### src/common/ocp_defines.vh
// Purpose: Constants for the output compare PWM channel
// Assumes: 16-bit registers, word-indexed register port
// Notes: Offsets are register indexes on the plain register port
`ifndef OCP_DEFINES_VH
`define OCP_DEFINES_VH
// Register indexes
`define OCP_ADDR_W 3
`define OCP_REG_PERIOD 3'h0
`define OCP_REG_DUTY_BUF 3'h1
`define OCP_REG_DUTY_ACT 3'h2
`define OCP_REG_CHAN_CTRL 3'h3
`define OCP_REG_TMR_CTRL 3'h4
`define OCP_REG_COUNT 3'h5
`define OCP_REG_STATUS 3'h6
`define OCP_REG_MASK 3'h7
// Field positions
`define OCP_MODE_LSB 0
`define OCP_MODE_MSB 2
`define OCP_TMR_RUN_BIT 15
`define OCP_PRESC_LSB 4
`define OCP_PRESC_MSB 5
// Compare mode encodings
`define OCP_MODE_PWM_NOFAULT 3'h6
`define OCP_MODE_PWM_FAULT 3'h7
// Status bit positions
`define OCP_ST_PERIOD 0
`define OCP_ST_FAULT 1
`define OCP_ST_W 2
// Reset values
`define OCP_RST_WORD 16'h0000
`define OCP_RST_ST 2'h0
// Prescale codes: 1, 8, 64, 256
`define OCP_PRESC_1 2'h0
`define OCP_PRESC_8 2'h1
`define OCP_PRESC_64 2'h2
`define OCP_PRESC_256 2'h3
`define OCP_DIV_8 8'h07
`define OCP_DIV_64 8'h3f
`define OCP_DIV_256 8'hff
`define OCP_DIV_1 8'h00
`endif

### src/hdl/ocp_compare.v
// Purpose: Duty comparison deciding the PWM pin level
// Assumes: Count runs 0..period
// Notes: Purely combinational
`timescale 1ns/100ps
`default_nettype none
module ocp_compare #(
  parameter WIDTH = 16
) (
  input wire [WIDTH-1:0] count_i,
  input wire [WIDTH-1:0] duty_i,
  output wire high_o
);
  // ****************************************
  // Compare
  // ****************************************
  // High while count is below duty; zero duty never high, duty above
  // period always high, duty equal to period low for one count only
  assign high_o = (count_i < duty_i);
endmodule // ocp_compare
`default_nettype wire

### src/hdl/ocp_prescaler.v
// Purpose: Instruction-cycle and timer prescale enable pulses
// Assumes: One clock; instruction cycle is two clock periods
// Notes: Stops and clears while the timer is not running
`timescale 1ns/100ps
`default_nettype none
`include "ocp_defines.vh"
module ocp_prescaler (
  input wire clock_i,
  input wire reset_i,
  input wire run_i,
  input wire [1:0] presc_sel_i,
  output wire tick_o
);
  // ****************************************
  // Instruction cycle and prescale divider
  // ****************************************
  reg cyc_phase;
  reg [7:0] div_cnt;
  reg [7:0] div_limit;
  wire cyc_en;

  // Select prescale terminal count
  always @* begin
    case (presc_sel_i)
      `OCP_PRESC_8: div_limit = `OCP_DIV_8;
      `OCP_PRESC_64: div_limit = `OCP_DIV_64;
      `OCP_PRESC_256: div_limit = `OCP_DIV_256;
      default: div_limit = `OCP_DIV_1;
    endcase
  end

  // Two oscillator periods make one instruction cycle
  assign cyc_en = run_i & cyc_phase;

  // Phase toggle and prescale counter
  always @(posedge clock_i or posedge reset_i) begin
    if (reset_i) begin
      cyc_phase <= 1'b0;
      div_cnt <= 8'h00;
    end else if (!run_i) begin
      cyc_phase <= 1'b0;
      div_cnt <= 8'h00;
    end else begin
      cyc_phase <= ~cyc_phase;
      if (cyc_en) begin
        if (div_cnt == div_limit)
          div_cnt <= 8'h00;
        else
          div_cnt <= div_cnt + 8'h01;
      end
    end
  end

  // One-cycle time base count enable
  assign tick_o = cyc_en & (div_cnt == div_limit);
endmodule // ocp_prescaler
`default_nettype wire

### src/hdl/ocp_pwm.v
// Purpose: Output compare channel in PWM mode with its time base
// Assumes: Plain register port, read data one cycle after read strobe
// Notes: Fault input only acts in the fault-enabled PWM mode
`timescale 1ns/100ps
`default_nettype none
`include "ocp_defines.vh"
module ocp_pwm #(
  parameter WIDTH = 16
) (
  input wire clock_i,
  input wire reset_i,
  input wire [`OCP_ADDR_W-1:0] addr_i,
  input wire [WIDTH-1:0] wdata_i,
  input wire wr_i,
  input wire rd_i,
  output reg [WIDTH-1:0] rdata_o,
  input wire fault_n_i,
  output reg pwm_output_pin_o,
  output wire irq_o
);
  // ****************************************
  // Registers
  // ****************************************
  reg [WIDTH-1:0] period_limit_reg;
  reg [WIDTH-1:0] duty_buffer_reg;
  reg [WIDTH-1:0] duty_active_reg;
  reg [2:0] compare_mode_field;
  reg timer_run_bit;
  reg [1:0] presc_sel;
  reg [WIDTH-1:0] time_base_count;
  reg [`OCP_ST_W-1:0] status;
  reg [`OCP_ST_W-1:0] irq_mask;
  reg fault_latched;
  reg [`OCP_ST_W-1:0] next_status;
  reg [WIDTH-1:0] rd_word;

  wire tick;
  wire pwm_mode;
  wire fault_mode;
  wire period_match;
  wire duty_high;
  wire fault_event;
  wire status_rd;
  wire [WIDTH-1:0] chan_ctrl_word;
  wire [WIDTH-1:0] tmr_ctrl_word;

  // ****************************************
  // Mode decode and time base
  // ****************************************
  // Two PWM encodings of the compare mode field
  assign fault_mode = (compare_mode_field == `OCP_MODE_PWM_FAULT);
  assign pwm_mode = (compare_mode_field == `OCP_MODE_PWM_NOFAULT) | fault_mode;
  assign period_match = (time_base_count == period_limit_reg);

  ocp_prescaler u_presc (
    .clock_i(clock_i),
    .reset_i(reset_i),
    .run_i(timer_run_bit),
    .presc_sel_i(presc_sel),
    .tick_o(tick)
  );

  ocp_compare #(.WIDTH(WIDTH)) u_cmp (
    .count_i(time_base_count),
    .duty_i(duty_active_reg),
    .high_o(duty_high)
  );

  // Timer counts 0..period, then wraps
  always @(posedge clock_i or posedge reset_i) begin
    if (reset_i)
      time_base_count <= `OCP_RST_WORD;
    else if (wr_i && addr_i == `OCP_REG_COUNT)
      time_base_count <= wdata_i;
    else if (tick) begin
      if (period_match)
        time_base_count <= `OCP_RST_WORD;
      else
        time_base_count <= time_base_count + {{(WIDTH-1){1'b0}}, 1'b1};
    end
  end

  // ****************************************
  // Register writes
  // ****************************************
  always @(posedge clock_i or posedge reset_i) begin
    if (reset_i) begin
      period_limit_reg <= `OCP_RST_WORD;
      duty_buffer_reg <= `OCP_RST_WORD;
      duty_active_reg <= `OCP_RST_WORD;
      compare_mode_field <= 3'h0;
      timer_run_bit <= 1'b0;
      presc_sel <= `OCP_PRESC_1;
      irq_mask <= `OCP_RST_ST;
    end else begin
      if (wr_i) begin
        case (addr_i)
          `OCP_REG_PERIOD: period_limit_reg <= wdata_i;
          `OCP_REG_DUTY_BUF: duty_buffer_reg <= wdata_i;
          `OCP_REG_CHAN_CTRL: compare_mode_field <= wdata_i[`OCP_MODE_MSB:`OCP_MODE_LSB];
          `OCP_REG_TMR_CTRL: begin
            timer_run_bit <= wdata_i[`OCP_TMR_RUN_BIT];
            presc_sel <= wdata_i[`OCP_PRESC_MSB:`OCP_PRESC_LSB];
          end
          `OCP_REG_MASK: irq_mask <= wdata_i[`OCP_ST_W-1:0];
          default: ;
        endcase
      end
      // Direct write only outside PWM; held value starts the first period
      if (wr_i && addr_i == `OCP_REG_DUTY_ACT && !pwm_mode)
        duty_active_reg <= wdata_i;
      else if (pwm_mode && tick && period_match)
        duty_active_reg <= duty_buffer_reg;
    end
  end

  // ****************************************
  // Output pin and fault
  // ****************************************
  // Fault is an active-low input, acted on only in fault mode
  assign fault_event = fault_mode & ~fault_n_i & ~fault_latched;

  always @(posedge clock_i or posedge reset_i) begin
    if (reset_i) begin
      pwm_output_pin_o <= 1'b0;
      fault_latched <= 1'b0;
    end else begin
      // Fault clears when the mode is rewritten
      if (wr_i && addr_i == `OCP_REG_CHAN_CTRL)
        fault_latched <= 1'b0;
      else if (fault_event)
        fault_latched <= 1'b1;
      if (!pwm_mode || fault_latched || fault_event)
        pwm_output_pin_o <= 1'b0;
      else
        pwm_output_pin_o <= duty_high;
    end
  end

  // ****************************************
  // Interrupt status
  // ****************************************
  assign status_rd = rd_i & (addr_i == `OCP_REG_STATUS);

  // Sticky events; a new event wins over the read-clear
  always @* begin
    next_status = status;
    if (status_rd)
      next_status = `OCP_RST_ST;
    if (tick && period_match && pwm_mode)
      next_status[`OCP_ST_PERIOD] = 1'b1;
    if (fault_event)
      next_status[`OCP_ST_FAULT] = 1'b1;
  end

  always @(posedge clock_i or posedge reset_i) begin
    if (reset_i)
      status <= `OCP_RST_ST;
    else
      status <= next_status;
  end

  assign irq_o = |(status & irq_mask);

  // ****************************************
  // Register reads
  // ****************************************
  assign chan_ctrl_word = {{(WIDTH-5){1'b0}}, fault_latched, 1'b0, compare_mode_field};
  assign tmr_ctrl_word = {timer_run_bit, {(WIDTH-7){1'b0}}, presc_sel, 4'h0};

  // Read mux
  always @* begin
    case (addr_i)
      `OCP_REG_PERIOD: rd_word = period_limit_reg;
      `OCP_REG_DUTY_BUF: rd_word = duty_buffer_reg;
      `OCP_REG_DUTY_ACT: rd_word = duty_active_reg;
      `OCP_REG_CHAN_CTRL: rd_word = chan_ctrl_word;
      `OCP_REG_TMR_CTRL: rd_word = tmr_ctrl_word;
      `OCP_REG_COUNT: rd_word = time_base_count;
      `OCP_REG_STATUS: rd_word = {{(WIDTH-`OCP_ST_W){1'b0}}, status};
      `OCP_REG_MASK: rd_word = {{(WIDTH-`OCP_ST_W){1'b0}}, irq_mask};
      default: rd_word = `OCP_RST_WORD;
    endcase
  end

  // Read data stands only in the cycle after the strobe
  always @(posedge clock_i or posedge reset_i) begin
    if (reset_i)
      rdata_o <= `OCP_RST_WORD;
    else if (rd_i)
      rdata_o <= rd_word;
    else
      rdata_o <= `OCP_RST_WORD;
  end
endmodule // ocp_pwm
`default_nettype wire

### config.mk
export PLATFORM = sky130hd
export DESIGN_NAME = ocp_pwm
export DESIGN_NICKNAME = d
export VERILOG_FILES = /design/src/hdl/ocp_compare.v /design/src/hdl/ocp_prescaler.v /design/src/hdl/ocp_pwm.v
export VERILOG_INCLUDE_DIRS = /design/src /design/src/common
export SDC_FILE = /design/constraint.sdc
export NUM_CORES = 1
export LEC_CHECK = 0
export ABC_AREA = 1
export BUFFER_PORTS_ARGS = -buffer_cell sky130_fd_sc_hd__buf_2
export CAP_MARGIN = 20
export CORE_ASPECT_RATIO = 1.75
export CORE_MARGIN = 3
export CORE_UTILIZATION = 35
export CTS_CLUSTER_SIZE = 10
export DETAILED_ROUTE_END_ITERATION = 8
export HOLD_SLACK_MARGIN = 0.08
export PLACE_DENSITY = 0.58
export SYNTH_ARGS = -nofsm -noshare
export SYNTH_HDL_FRONTEND = slang
export SYNTH_SLANG_ARGS = --single-unit
### constraint.sdc
create_clock -name clock_i -period 3.25 [get_ports clock_i]
set_clock_uncertainty 0.15 [all_clocks]
set_input_delay 0.325 -clock clock_i [delete_from_list [all_inputs] [get_ports clock_i]]
set_output_delay 0.325 -clock clock_i [all_outputs]
set_load 0.01 [all_outputs]
==> impl_metrics.csv <==
group,metric,value,unit
status,status,"finished, final reports clean",
final_layout,final_cell_mix,"nand2_1, dfrtp_1, inv_1",
final_layout,area_growth,12.0,%
detailed_routing,drc,0,
sta,hold_viol_final,0,
clocking,worstSkewPairLatency,0.35,ns
critical_path,path_max_fanout,16,
grt,grt_pass1_wl,26000,microns
detailed_routing,dr.pass1.iters,5,
final_layout,n_antenna_cell,0,
die,fp.coreArea,16000,sq um
die,dieArea,18200,sq um
detailed_routing,ant_nets,0,
grt,grtUsageTotal,18.7,%
critical_path,cp_data_arrival_time,2.33,ns
clocking,htree_num_levels,3,
power,p_leak,3.32,nW
clocking,clock-sinks,101,
placement,gp_congestion,0.867,
sta,period_needed,2.19,ns
critical_path,crit_chain,"inv_2 -> nand2_1 -> nand2_1 -> nor2_1 -> nand2_1 -> nor2_2 -> nand2_4 -> o21bai_4 -> nand2_1 -> nand2_1",
yosys,avgSynthCellArea,7.35,sq um
clocking,cts_buffers,9,
yosys,synth-seq-cells,101,
clocking,tritoncts,"done",
flow_run,cap_violations,0,
final_layout,final_nets,868,
final_layout,layout-drive-gt1-share,10.9,%
die,std_cell_rows,61,
power,p_total,4.35,mW
grt,antenna_found_initial,0,
detailed_routing,vias_per_cell,5.04,
sta,fin_crit_sh,67.5,%
detailed_routing,wirelength,16300,microns
power,p_per_area,670,nW/um^2
min_path,min_path_type,"input pin to flop",
grt,grt_max_degree,66,
critical_path,cp.required,3.39,ns
clocking,root_buffer,"clkbuf_16",
final_layout,layout_commonest_cell,"nand2_1",
critical_path,crit_slowest_cell,"dfrtp_1",
critical_path,path_class,"flop to flop",
yosys,ys_types,39,
grt,grt_pass1_vias,5059,
sta,relSlewSlack,44.5,%
power,peakVddDrop,0.000256,V
critical_path,crit_top_cell,"nand2_1",
yosys,synth_cells,788,
critical_path,start_kind,"flop",
critical_path,cp_slowest_stage_delay,0.51,ns
critical_path,endpoint_kind,"flop",
clocking,cts_resized,0,
die,ios,42,
final_layout,stdcell_area,6490,sq um
grt,overflow,0,
detailed_routing,vias,5142,
yosys,ys_warn_count,0,
sta,tns,0,ns
yosys,seq_area_frac_synth,43.6,%
sta,finalSetupViolCount,0,
die,start_util,36.1,%
sta,slew_violations,0,
final_layout,post-route-util,40.5,%
critical_path,path_buf_inv,1,
sta,worst_pin_slew,0.832,ns
critical_path,worst_path_dominant_cell_family,"simple AND/OR/NAND/NOR gates",
detailed_routing,wire_per_inst,15.9,microns
die,die_w,103,microns
sta,max_freq,0.456,GHz
clocking,clk_pin_slew,0.07,ns
yosys,syn_nets,829,
detailed_routing,drt-initial-drc-count,276,
placement,numPortBuffers,41,
clocking,cts_max_path_buffers,2,
placement,post_dp_cell_area,6170,sq um
yosys,syn_area,5790,sq um
sta,rsz0062_at_grt,"no",
die,chipHeight,176,microns
placement,place_hpwl,11800,microns
==> cell families after synthesis <==
group | Yosys count | synth area share, %
simple gates | 372 | 26.6
compound gates | 154 | 15.0
buf+inv | 131 | 9.18
flops | 101 | 43.6
fa+ha+maj | 17 | 3.67
xor+xnor | 13 | 1.97
==> final timing paths <==
kind / cells after the start / end / from / slack [ns]
worst min-delay path: 3 / compare_mode_field[2] / wdata_i[2] / 0.1
worst min register to register: 2 / irq_mask[1] / irq_mask[1] / 0.33
worst max register to register: 10 / duty_active_reg[4] / time_base_count[10] / 1.06
worst max-delay path: 10 / duty_active_reg[4] / time_base_count[10] / 1.06
max in group asynchronous: 4 / u_presc.div_cnt[1] / reset_i / 1.60
min in group asynchronous: 3 / duty_buffer_reg[9] / reset_i / 0.55
==> through the flow <==
stage,setup WS (ns),std cells,hold slack (ns)
CTS,1.01,1021,0.0942
global route,0.888,1021,0.127
floorplan,0.128,788,0.296
global placement,0.953,1004,0.319
finish,1.06,1021,0.0978
detailed placement,0.882,1004,0.322
==> where the power goes <==
group,internal [mW],total (mW),switching [mW]
Combinational,0.531,1.36,0.827
Sequential,1.54,1.88,0.336
Clock,0.621,1.11,0.492
==> area by class of cell <==
type	count	area (sq um)
clock buffer	11	243
clock inverter	5	60.1
fill	1718	9540
inverter	109	412
multi-input combinational	556	2730
sequential	101	2530
tap	189	236
timing repair buffer	50	275
==> metal layers <==
| layer | up-vias | global-route usage, % | part of all wire [%] |
|---|---|---|---|
| met5 | - | 0 | 0 |
| met4 | 0 | 8.75 | 4.1 |
| met3 | 38 | 2.14 | 3.0 |
| met2 | 91 | 34.6 | 55 |
| met1 | 2409 | 20.5 | 38 |
| li1 | 2604 | - | - |
==> cell usage after synthesis <==
library cell	count	area share (%)
nand2_1	251	16
dfrtp_1	101	44
inv_1	96	6.2
o21ai_0	79	6.8
nor2_1	58	3.8
a21oi_1	41	3.5
nand3_1	39	3.4
ha_1	17	3.7
o22ai_1	13	1.4
inv_2	12	0.78
xor2_1	12	1.8
clkbuf_1	10	0.65
a221oi_1	7	1.1
nand4_1	7	0.76
buf_2	5	0.43
nor2_2	4	0.43
a211oi_1	3	0.39
a31oi_1	3	0.32
buf_4	3	0.39
buf_6	3	0.58
nand2_2	3	0.32
nand3b_1	2	0.26
nor3_1	2	0.17
o31ai_1	2	0.26
a21oi_4	1	0.28
a41oi_1	1	0.15
and2_1	1	0.11
buf_1	1	0.065
clkinv_1	1	0.065
nand2_4	1	0.19
nand3_2	1	0.17
nand3_4	1	0.30
nor3_2	1	0.17
nor3_4	1	0.28
o211a_1	1	0.17
o211ai_1	1	0.13
o21a_1	1	0.13
o21bai_4	1	0.32
xnor2_1	1	0.15
==> tightest hold or removal path: stages <==
cell and delay, ns:
buf_2 0.11, nand2_1 0.05, o21ai_0 0.07
==> repair_timing <==
item,in CTS,in global routing
setup endpoints to repair,0,0
hold endpoints to repair,63,0
buffers inserted,0,0
hold buffers,1,0
No activity file was read; power rests on OpenSTA's default activity.
